<file path="src/core/smc_consts.svh">
// Purpose: named constants of the sleep mode controller
// Assumes: system clock of 25 MHz
// Notes:   definitions only
`ifndef SMC_CONSTS_SVH
`define SMC_CONSTS_SVH

// ********************************
// Sleep control register layout
// ********************************
`define SMC_SEL_HI       3
`define SMC_SEL_LO       1
`define SMC_ALLOW_BIT    0
`define SMC_SCR_RESET    4'h0

// ********************************
// Mode codes
// ********************************
`define SMC_M_IDLE       3'h0
`define SMC_M_ADCNR      3'h1
`define SMC_M_PDOWN      3'h2
`define SMC_M_PSAVE      3'h3
`define SMC_M_RSV_A      3'h4
`define SMC_M_RSV_B      3'h5
`define SMC_M_STBY       3'h6
`define SMC_M_ESTBY      3'h7

// ********************************
// Core control register layout
// ********************************
`define SMC_BSO_BIT      6
`define SMC_BSO_EN_BIT   5
`define SMC_BSO_RESET    1'h0
`define SMC_BSO_WIN_CYC  3'h4

// ********************************
// Timing
// ********************************
`define SMC_CLK_MHZ      25
`define SMC_BOD_US       60
`define SMC_BOD_CYC      ((`SMC_BOD_US * `SMC_CLK_MHZ))
`define SMC_HALT_CYC     16'h0004
`define SMC_STBY_CYC     16'h0006
`define SMC_NOSTOP_CYC   16'h0001
`define SMC_BOD_FUSE_OFF 3'h7

`endif

</file>
<file path="src/core/smc_pkg.sv">
// Purpose: types of the sleep mode controller
// Assumes: nothing
// Notes:   constants live in smc_consts.svh
package smc_pkg;

	// Register write strobe with data
	typedef struct packed {
		logic       we;
		logic [7:0] data;
	} smc_wr_t;

	// Enabled interrupt requests that may wake the core
	typedef struct packed {
		logic ext_level;
		logic ext_edge;
		logic pin_toggle;
		logic twi_match;
		logic timer_irq;
		logic timer2_irq;
		logic spm_ee_ready;
		logic adc_done;
		logic wdt_irq;
		logic other_io;
	} smc_wake_t;

	// Clock domain and oscillator enables
	typedef struct packed {
		logic core_clock;
		logic program_store_clock;
		logic peripheral_clock;
		logic converter_clock;
		logic async_timer_clock;
		logic main_osc;
		logic timer_osc;
	} smc_clk_t;

	typedef enum logic [2:0] {
		SMC_RUN,
		SMC_SLEEP,
		SMC_START,
		SMC_HALT
	} smc_state_t;

endpackage

</file>
<file path="src/core/smc_sleep_ctrl.sv">
// Purpose: sleep entry, clock gating, wake-up and brown-out control
// Assumes: all inputs synchronous to clk; wake inputs already masked
// Notes:   clock enables feed latch-based gates downstream
`timescale 1ns/1ps
`include "smc_consts.svh"

module smc_sleep_ctrl #(
	parameter logic [15:0] TOUT_FAST_CYC = 16'h0040,
	parameter logic [15:0] TOUT_SLOW_CYC = 16'h4000
) (
	// Clock and reset
	input  wire logic              clk,
	input  wire logic              rstn,
	// Core side
	input  wire logic              sleep_insn,
	input  wire smc_pkg::smc_wr_t  scr_wr,
	input  wire smc_pkg::smc_wr_t  ccr_wr,
	input  wire logic              rst_event,
	// Wake sources
	input  wire smc_pkg::smc_wake_t wake_req,
	// Configuration
	input  wire logic [3:0]        clock_source_fuses,
	input  wire logic [2:0]        brownout_threshold_fuses,
	input  wire logic              adc_enabled,
	input  wire logic              timer2_enabled,
	input  wire logic              timer2_async,
	// Clock and power control
	output smc_pkg::smc_clk_t      clk_en,
	output logic                   brownout_detector_en,
	output logic                   adc_start,
	// Core sequencing
	output logic                   cpu_halt,
	output logic                   irq_accept,
	output logic                   reset_resume,
	output logic                   sleeping,
	// Register views
	output logic [3:0]             sleep_control_reg,
	output logic                   brownout_sleep_off
);
	import smc_pkg::*;

	// ********************************
	// Decode functions
	// ********************************
	function automatic smc_clk_t clk_of(input logic [2:0] m, input logic t2a);
		smc_clk_t c;
		c = '0;
		unique case (m)
			`SMC_M_IDLE: begin
				c.peripheral_clock  = 1'b1;
				c.converter_clock   = 1'b1;
				c.async_timer_clock = 1'b1;
				c.main_osc          = 1'b1;
				c.timer_osc         = t2a;
			end
			`SMC_M_ADCNR: begin
				c.converter_clock   = 1'b1;
				c.async_timer_clock = t2a;
				c.main_osc          = 1'b1;
				c.timer_osc         = t2a;
			end
			`SMC_M_PSAVE: begin
				c.async_timer_clock = 1'b1;
				c.timer_osc         = t2a;
			end
			`SMC_M_STBY: c.main_osc = 1'b1;
			`SMC_M_ESTBY: begin
				c.async_timer_clock = t2a;
				c.main_osc          = 1'b1;
				c.timer_osc         = t2a;
			end
			default: c = '0;
		endcase
		return c;
	endfunction

	// Edge requests are left out wherever the peripheral clock stops
	function automatic logic wake_of(input logic [2:0] m, input smc_wake_t w,
			input logic t2e, input logic t2a);
		logic deep;
		logic t2;
		deep = w.ext_level | w.pin_toggle | w.twi_match | w.wdt_irq;
		t2   = w.timer2_irq & t2e;
		unique case (m)
			`SMC_M_IDLE:  wake_of = |w;
			`SMC_M_ADCNR: wake_of = deep | w.adc_done | w.spm_ee_ready
				| w.timer_irq | (t2 & t2a);
			`SMC_M_PSAVE,
			`SMC_M_ESTBY: wake_of = deep | t2;
			default:      wake_of = deep;
		endcase
	endfunction

	function automatic logic is_rsv(input logic [2:0] m);
		return (m == `SMC_M_RSV_A) || (m == `SMC_M_RSV_B);
	endfunction

	// ********************************
	// State
	// ********************************
	smc_state_t  state_r, state_nxt;
	logic [2:0]  mode_r;
	logic [15:0] cnt_r, cnt_nxt;
	logic        rstw_r;
	logic [2:0]  bwin_r;
	logic        bod_off_r;

	// ********************************
	// Decode
	// ********************************
	wire logic [2:0] sel_mode   = sleep_control_reg[`SMC_SEL_HI:`SMC_SEL_LO];
	wire logic       allow      = sleep_control_reg[`SMC_ALLOW_BIT];
	wire logic       enter      = sleep_insn & allow & ~is_rsv(sel_mode);
	wire logic       deep_sel   = sel_mode[1];
	wire logic       bod_fused  = brownout_threshold_fuses != `SMC_BOD_FUSE_OFF;
	wire logic       bod_cut    = brownout_sleep_off & deep_sel & bod_fused;
	wire logic       wake_hit   = wake_of(mode_r, wake_req, timer2_enabled,
		timer2_async);
	wire smc_clk_t   sleep_clks = clk_of(sel_mode, timer2_async);
	wire logic       cnt_done   = cnt_r == 16'h0000;

	// ********************************
	// Start-up timing
	// ********************************
	// Oscillator restart time from clock source fuses
	wire logic [15:0] tout_cyc  = (clock_source_fuses[3:2] == 2'b00) ?
		TOUT_FAST_CYC : TOUT_SLOW_CYC;
	wire logic [15:0] bod_cyc   = 16'(`SMC_BOD_CYC);

	// Start-up length per mode; detector restart may dominate
	wire logic [15:0] osc_cyc   =
		(mode_r == `SMC_M_PDOWN || mode_r == `SMC_M_PSAVE) ? tout_cyc :
		(mode_r == `SMC_M_STBY || mode_r == `SMC_M_ESTBY) ? `SMC_STBY_CYC :
		`SMC_NOSTOP_CYC;
	wire logic [15:0] start_cyc = (bod_off_r && osc_cyc < bod_cyc) ?
		bod_cyc : osc_cyc;

	// ********************************
	// Brown-out sleep flag timed sequence
	// ********************************
	wire logic bso_open  = ccr_wr.we & ccr_wr.data[`SMC_BSO_EN_BIT]
		& ccr_wr.data[`SMC_BSO_BIT];
	wire logic bso_write = ccr_wr.we & ~ccr_wr.data[`SMC_BSO_EN_BIT]
		& (bwin_r != 3'h0);

	// ********************************
	// Next state
	// ********************************
	always_comb begin
		state_nxt = state_r;
		cnt_nxt   = cnt_r;
		if (state_r != SMC_RUN && !cnt_done) begin
			cnt_nxt = cnt_r - 16'h0001;
		end
		unique case (state_r)
			SMC_RUN: begin
				if (enter) begin
					state_nxt = SMC_SLEEP;
				end
			end
			SMC_SLEEP: begin
				if (rst_event || wake_hit) begin
					state_nxt = SMC_START;
					// Loaded one short: the cycle at zero still counts
					cnt_nxt   = start_cyc - 16'h0001;
				end
			end
			SMC_START: begin
				if (rst_event) begin
					state_nxt = SMC_RUN;
				end else if (cnt_done) begin
					if (rstw_r) begin
						state_nxt = SMC_RUN;
					end else if (wake_hit) begin
						state_nxt = SMC_HALT;
						// Core stays stopped for the halt tail
						cnt_nxt   = `SMC_HALT_CYC - 16'h0001;
					end else begin
						state_nxt = SMC_RUN;
					end
				end
			end
			SMC_HALT: begin
				if (rst_event || cnt_done) begin
					state_nxt = SMC_RUN;
				end
			end
			// Unused codes fall back to run rather than lock up
			default: begin
				state_nxt = SMC_RUN;
			end
		endcase
	end

	// ********************************
	// Sequencer registers
	// ********************************
	always_ff @(posedge clk or negedge rstn) begin
		if (!rstn) begin
			state_r <= SMC_RUN;
			cnt_r   <= 16'h0000;
		end else begin
			state_r <= state_nxt;
			cnt_r   <= cnt_nxt;
		end
	end

	// Mode latched at entry so later writes cannot alter an active sleep
	always_ff @(posedge clk or negedge rstn) begin
		if (!rstn) begin
			mode_r    <= `SMC_M_IDLE;
			bod_off_r <= 1'b0;
		end else if (state_r == SMC_RUN && enter) begin
			mode_r    <= sel_mode;
			bod_off_r <= bod_cut;
		end
	end

	// Reset seen during sleep, held through start-up
	always_ff @(posedge clk or negedge rstn) begin
		if (!rstn) begin
			rstw_r <= 1'b0;
		end else if (state_r == SMC_SLEEP && rst_event) begin
			rstw_r <= 1'b1;
		end else if (state_nxt == SMC_RUN) begin
			rstw_r <= 1'b0;
		end
	end

	// ********************************
	// Control registers
	// ********************************
	always_ff @(posedge clk or negedge rstn) begin
		if (!rstn) begin
			sleep_control_reg <= `SMC_SCR_RESET;
		end else if (scr_wr.we) begin
			sleep_control_reg <= scr_wr.data[`SMC_SEL_HI:`SMC_ALLOW_BIT];
		end
	end

	// Window does not restart on a repeated open write
	always_ff @(posedge clk or negedge rstn) begin
		if (!rstn) begin
			bwin_r             <= 3'h0;
			brownout_sleep_off <= `SMC_BSO_RESET;
		end else if (bso_write) begin
			bwin_r             <= 3'h0;
			brownout_sleep_off <= ccr_wr.data[`SMC_BSO_BIT];
		end else if (bwin_r != 3'h0) begin
			bwin_r <= bwin_r - 3'h1;
		end else if (bso_open) begin
			bwin_r <= `SMC_BSO_WIN_CYC;
		end
	end

	// ********************************
	// Outputs
	// ********************************
	// Enables change only on state edges and drive latch gates,
	// so a gated domain never sees a clipped pulse
	always_ff @(posedge clk or negedge rstn) begin
		if (!rstn) begin
			clk_en <= '1;
		end else if (state_nxt == SMC_SLEEP && state_r == SMC_RUN) begin
			clk_en <= sleep_clks;
		end else if (state_nxt == SMC_START) begin
			clk_en.main_osc <= 1'b1;
		end else if (state_nxt == SMC_HALT || state_nxt == SMC_RUN) begin
			clk_en <= '1;
		end
	end

	// Gating only stops clocks and never clears state contents
	always_ff @(posedge clk or negedge rstn) begin
		if (!rstn) begin
			cpu_halt <= 1'b0;
			sleeping <= 1'b0;
		end else begin
			cpu_halt <= state_nxt != SMC_RUN;
			sleeping <= state_nxt == SMC_SLEEP;
		end
	end

	always_ff @(posedge clk or negedge rstn) begin
		if (!rstn) begin
			brownout_detector_en <= 1'b1;
		end else begin
			brownout_detector_en <= bod_fused && !(state_nxt == SMC_SLEEP
				&& (state_r == SMC_RUN ? bod_cut : bod_off_r));
		end
	end

	// One pulse at entry; later select writes cannot retrigger it
	always_ff @(posedge clk or negedge rstn) begin
		if (!rstn) begin
			adc_start <= 1'b0;
		end else begin
			adc_start <= state_r == SMC_RUN && enter
				&& sel_mode == `SMC_M_ADCNR && adc_enabled;
		end
	end

	// Reset outranks an interrupt whose halt tail ends in the same cycle
	always_ff @(posedge clk or negedge rstn) begin
		if (!rstn) begin
			irq_accept   <= 1'b0;
			reset_resume <= 1'b0;
		end else begin
			irq_accept   <= state_r == SMC_HALT && cnt_done
				&& !rst_event;
			reset_resume <= state_r != SMC_RUN && state_nxt == SMC_RUN
				&& (rst_event || rstw_r);
		end
	end

endmodule

</file>
<file path="config.mk">
export PLATFORM = sky130hd
export DESIGN_NAME = smc_sleep_ctrl
export DESIGN_NICKNAME = d
export VERILOG_FILES = /design/src/core/smc_pkg.sv /design/src/core/smc_sleep_ctrl.sv
export VERILOG_INCLUDE_DIRS = /design/src /design/src/core
export SDC_FILE = /design/constraint.sdc
export NUM_CORES = 1
export LEC_CHECK = 0
export BUFFER_PORTS_ARGS = -buffer_cell sky130_fd_sc_hd__buf_2
export CAP_MARGIN = 20
export CORE_ASPECT_RATIO = 0.7
export CORE_MARGIN = 4
export CORE_UTILIZATION = 37
export CTS_CLUSTER_DIAMETER = 150
export CTS_CLUSTER_SIZE = 20
export DETAILED_ROUTE_END_ITERATION = 6
export GPL_ROUTABILITY_DRIVEN = 1
export PLACE_DENSITY_LB_ADDON = 0.08
export SYNTH_ARGS = -nofsm -noshare
export SYNTH_HDL_FRONTEND = slang
export SYNTH_SLANG_ARGS = --single-unit
</file>
<file path="constraint.sdc">
create_clock -name clk -period 4.2 [get_ports clk]
set_input_delay 0.63 -clock clk [delete_from_list [all_inputs] [get_ports clk]]
set_output_delay 0.63 -clock clk [all_outputs]
set_load 0.01 [all_outputs]
</file>
---- After elaboration in Yosys (flattened, before gate mapping) ----
Cells that the tools add are included.
storage, ports and cells
  flip-flop bits (word level) ............. 45
  bits in latches ......................... 0
  memory bits (writable) .................. 0
  ROM bits ................................ 0
  input bits .............................. 42
  output and inout bits ................... 18
  logic and storage cells ................. 144
  memories ................................ 0
operators by class
  add/subtract/negate cells ............... 3
  multiply operators ...................... 0
  div/mod/pow operators ................... 0
  order comparisons ....................... 1
  equal/unequal tests ..................... 19
  shift-type cells ........................ 0
  multiplexer cells ....................... 36
  bitwise logic cells ..................... 20
  reduce and logical (&&, ||, !) cells .... 44
operators with widths
  kind                                                                     number
  16-bit two-way mux                                                       6
  15-bit two-way mux                                                       3
  16-bit case mux with 2 select lines                                      1
  3-bit two-way mux                                                        9
  3-bit by 2-bit equality test with 1-bit output (second input constant)   7
  3-bit equality test (second input constant)                              6
  16-bit logical NOT                                                       1
  15-bit by 1-bit subtractor with 16-bit output (second input constant)    1
  16-bit by 1-bit subtractor with 16-bit output (second input constant)    1
  15-bit by 11-bit < comparator with 1-bit output (second input constant)  1
  3-bit nonzero test                                                       5
  7-bit two-way mux                                                        2
  1-bit logical AND                                                        13
  3-bit by 1-bit equality test with 1-bit output (second input constant)   4
  3-bit logical NOT                                                        4
  3-bit case mux with 4 select lines                                       1
  1-bit bitwise AND                                                        10
  10-bit OR reduction                                                      1
  1-bit two-way mux                                                        9
  1-bit bitwise OR                                                         8
  2-bit OR reduction                                                       4
  4-bit OR reduction                                                       2
  1-bit logical OR                                                         7
  5-bit two-way mux                                                        1
  11 further kinds                                                         16

---- Logic depth before layout (Yosys ltp) ----
  word-level depth ........................ 18
  gate-level depth with buffers ........... 8
  mapped depth without buffers ............ 8

---- Worst setup path after synthesis ----
OpenSTA, ideal clock, no wires.
  kind .................................... input port to flip-flop
  from .................................... input port clock_source_fuses[3]
  to ...................................... register cnt_r[7]
  setup time .............................. 129 ps
  data arrival time ....................... 1884 ps
  required time ........................... 4071 ps
  setup slack ............................. 2187 ps
  cell stages on the path ................. 6
  buffers on the path ..................... 0
  cell sequence ........................... o21ai_0 -> o21ai_0 -> ha_1 -> xnor2_1 -> o21ai_0 -> a21oi_1
between the ends
  word-level cells in the longest chain between the ends .. 9
RTL lines
  what                                             RTL line               text
  from (decl)                                      smc_sleep_ctrl.sv:22   input wire logic [3:0] clock_source_fuses,
  2-bit logical NOT *                              smc_sleep_ctrl.sv:126  wire logic [15:0] tout_cyc = (clock_source_fuses[3:2] == 2'b00) ?
  15-bit two-way mux *                             smc_sleep_ctrl.sv:126
  15-bit two-way mux (no line) *                   n/a
  15-bit by 11-bit < comparator with 1-bit output  smc_sleep_ctrl.sv:135  wire logic [15:0] start_cyc = (bod_off_r && osc_cyc < bod_cyc) ?
  1-bit logical AND                                smc_sleep_ctrl.sv:135
  15-bit two-way mux *                             smc_sleep_ctrl.sv:135
  15-bit by 1-bit subtractor with 16-bit output *  smc_sleep_ctrl.sv:165  cnt_nxt = start_cyc - 16'h0001;
  16-bit two-way mux *                             smc_sleep_ctrl.sv:162  if (rst_event || wake_hit) begin
  16-bit case mux with 2 select lines *            smc_sleep_ctrl.sv:155  unique case (state_r)
  via cnt_nxt[7]                                   smc_sleep_ctrl.sv:103  logic [15:0] cnt_r, cnt_nxt;
  to (signal assigned)                             smc_sleep_ctrl.sv:204  cnt_r <= cnt_nxt;
  to (decl)                                        smc_sleep_ctrl.sv:103
The timed path passes the listed nets; every way through them passes the cells marked *.
A chain may end at the register's enable or synchronous reset.

---- Worst setup path after layout ----
  from .................................... register cnt_r[0]
  to ...................................... register cnt_r[3]
between the ends
  word-level cells in the longest chain between the ends .. 9
  elaborated cells on any way between the ends .. 11
  classes of those cells .................. add/sub: 1; mux: 7; reduce/logical: 3
RTL lines
  what                                                                                                   RTL line
  parallel branches: the longest is 8 deep, another holds 16-bit by 1-bit subtractor with 16-bit output  n/a
  16-bit case mux with 2 select lines *                                                                  smc_sleep_ctrl.sv:155
  via cnt_nxt[3]                                                                                         smc_sleep_ctrl.sv:103
Mark *: on every way through the listed nets, which the timed path passes.

==> results.py <==
metrics = {
    "logic_synthesis": {
        "synth_area_mm2": 0.00243,
        "synth.area.top_cells": "dfrtp_1, dfstp_2, xor2_1",
        "syn_nets": 300,
        "syn_avg_cell_area_um2": 9.71,
        "yosys.area.top_type_share": 0.381,
        "synth_cells": 250,
        "ys_warn_count": 0,
        "synth-main-ff-cell": "dfrtp_1",
        "synth_cell_type_count": 51,
        "synth_edf_count": 0,
        "ys_ff_latch": 44,
        "ys_seq_area_frac": 0.457,
        "async_flop_share": 1.00,
        "synth_area_leader_cell": "dfrtp_1",
    },
    "timing": {
        "slew_headroom": 0.544,
        "totalNegativeSetupSlack_ns": 0,
        "hold_viol_final": 0,
        "slew_viol_final": 0,
        "setup_viol": 0,
        "post-route-period-util": 0.589,
        "finalClockSkew_ns": 0.00491,
        "rsz0062_at_grt": "false",
        "timing.fmax_ghz": 0.404,
        "period_minus_slack_ns": 2.47,
        "tightest_slew_ns": 0.679,
        "setup_ws_ns": 1.73,
    },
    "grt": {
        "grt_usage": 0.150,
        "grt_overflow_total": 0,
        "grt_max_degree": 45,
        "grt_pass1_vias": 1871,
        "grt_pass1_wl_um": 9200,
        "antenna_found_initial": 0,
    },
    "finish": {
        "diodes": 0,
        "syn_to_final_growth_pct": 16.8,
        "final_cell_mix": "buf_2, dfrtp_1, nand2_1, o21ai_0, nor2_1",
        "drive_gt1_frac": 0.263,
        "largest_reg_flops": 16,
        "fill_cells": 623,
        "nets": 349,
        "layout_commonest_cell": "buf_2",
    },
    "drt": {
        "drtPass1Iterations": 4,
        "wl_um": 5680,
        "routed_via_density": 5.27,
        "drc_errors": 0,
        "wl_per_cell_um": 15.0,
        "ant_nets": 0,
        "drtIter0Drc": 101,
        "vias": 1993,
    },
    "critical_path": {
        "cp-start-kind": "flop",
        "arrival_ns": 2.65,
        "r2r-end": "cnt_r[3]",
        "reg2reg_slack_ns": 1.73,
        "worstPathRequired_ns": 4.37,
        "path_class": "flop to flop",
        "ff2ff_path_depth": 7,
        "cp_max_fo": 15,
        "critPathCaptureType": "flop",
        "timing.rr.start": "cnt_r[0]",
    },
    "placed_design": {
        "place_congestion": 0.768,
        "dp_hpwl_um": 4250,
        "io_buffer_count": 47,
        "dp_slack_ns": 1.64,
    },
    "cts": {
        "insertion_delay_ns": 0.30,
        "cts_buffer_depth": 2,
        "numCtsBuffers": 5,
        "cts_tree": "yes",
        "clock_sinks": 44,
        "cts_setup_buffers": 0,
        "cts_max_level": 2,
        "path_clk_slew_ns": 0.09,
        "cts_root_buffer": "clkbuf_8",
        "hold_buffers": 0,
        "cts_resized": 0,
    },
    "power": {
        "power_frac_comb": 0.321,
        "irDropWorstVdd_mv": 0.162,
        "p_sw_mw": 0.538,
        "seq_power_share": 0.476,
        "p_total_mw": 1.42,
        "p_int_mw": 0.885,
        "pwr_density_cell_mw_per_mm2": 502,
        "swShare": 0.378,
        "p_clk_frac": 0.203,
        "p_leak_nw": 1.28,
    },
    "floorplanning": {
        "die_y_um": 75.8,
        "coreArea_mm2": 0.00631,
        "boundaryPins": 60,
        "die_area_mm2": 0.00794,
        "die_x_um": 105,
        "core.rowCount": 24,
        "initial_core_util": 0.385,
    },
    "run": {
        "drv_cap": 0,
    },
    "status": {
        "status": "complete, no violations",
    },
    "min_path": {
        "hold_class": "input port to async pin",
    },
}
## per-stage QoR
stage	instance area [um^2]	util	hold WS [ns]	instances
floorplan	2430	-	0.334	250
global placement	2740	0.434	0.488	370
detailed placement	2740	0.434	0.493	370
CTS	2840	0.450	0.417	378
global route	2840	0.450	0.434	378
finish	2840	0.450	0.390	378
## final cells by class
class / instances / area, um^2 / share of cell area
timing repair buffer: 49 / 250 / 0.0883
clock buffer: 6 / 82.6 / 0.0291
inverter: 9 / 33.8 / 0.0119
clock inverter: 2 / 13.8 / 0.00485
multi-input combinational: 190 / 1250 / 0.440
tap: 78 / 97.6 / 0.0344
sequential: 44 / 1110 / 0.391
## how the worst max path moves through the flow
stage | start | to | slack, ns | cells after the start
6_report | cnt_r[0] | cnt_r[3] | 1.73 | 7
5_1_grt | cnt_r[0] | cnt_r[3] | 1.56 | 7
4_1_cts | cnt_r[0] | cnt_r[3] | 1.77 | 7
3_5_place_dp | clock_source_fuses[3] | cnt_r[8] | 1.64 | 7
3_3_place_gp | clock_source_fuses[3] | cnt_r[7] | 1.67 | 7
2_1_floorplan | clock_source_fuses[3] | cnt_r[7] | 2.19 | 6
## Yosys cell counts, drive strengths merged (3+ instances only)
| master | instances |
|---|---|
| nand3 | 15 |
| nand2 | 28 |
| inv | 9 |
| buf | 4 |
| xor2 | 15 |
| nand4b | 3 |
| a31o | 3 |
| nor2 | 19 |
| dfstp | 7 |
| nor3 | 8 |
| dfrtp | 37 |
| nor4 | 5 |
| a21oi | 14 |
| a22oi | 4 |
| clkbuf | 3 |
| nand4 | 6 |
| mux2 | 3 |
| ha | 8 |
| o21ai | 21 |
## worst max-delay path: stages (launching register included)
cell     delay (ns)
dfrtp_1        0.43
inv_1          0.08
ha_1           0.15
nor3b_2        0.40
nand4_2        0.43
a311o_1        0.55
nand2_1        0.18
a22oi_1        0.12
## power by group through the flow
stage / clock network (mW) / logic [mW] / registers (mW)
global placement: 0 / 0.454 / 0.683
detailed placement: 0 / 0.455 / 0.684
floorplan: 0 / 0.345 / 0.659
CTS: 0.298 / 0.460 / 0.676
finish: 0.289 / 0.457 / 0.677
global route: 0.314 / 0.520 / 0.698
## layer usage
metal / track usage / vias up / wire [um]
li1: - / 999 / -
met1: 0.212 / 943 / 2920
met2: 0.225 / 43 / 2400
met3: 0.0364 / 8 / 285
met4: 0.0524 / 0 / 72
met5: 0 / - / 0
## kinds of logic after synthesis
group,after synthesis,share of synthesized area
AO/OA/AOI/OAI,57,0.153
XOR/XNOR,17,0.0613
adder cells (fa/ha/maj),8,0.0412
buffers and inverters,16,0.0289
flip-flops,44,0.457
multiplexers,5,0.0222
other,1,0.00154
AND/OR/NAND/NOR,102,0.235
Power figures use the tool's default switching activity.
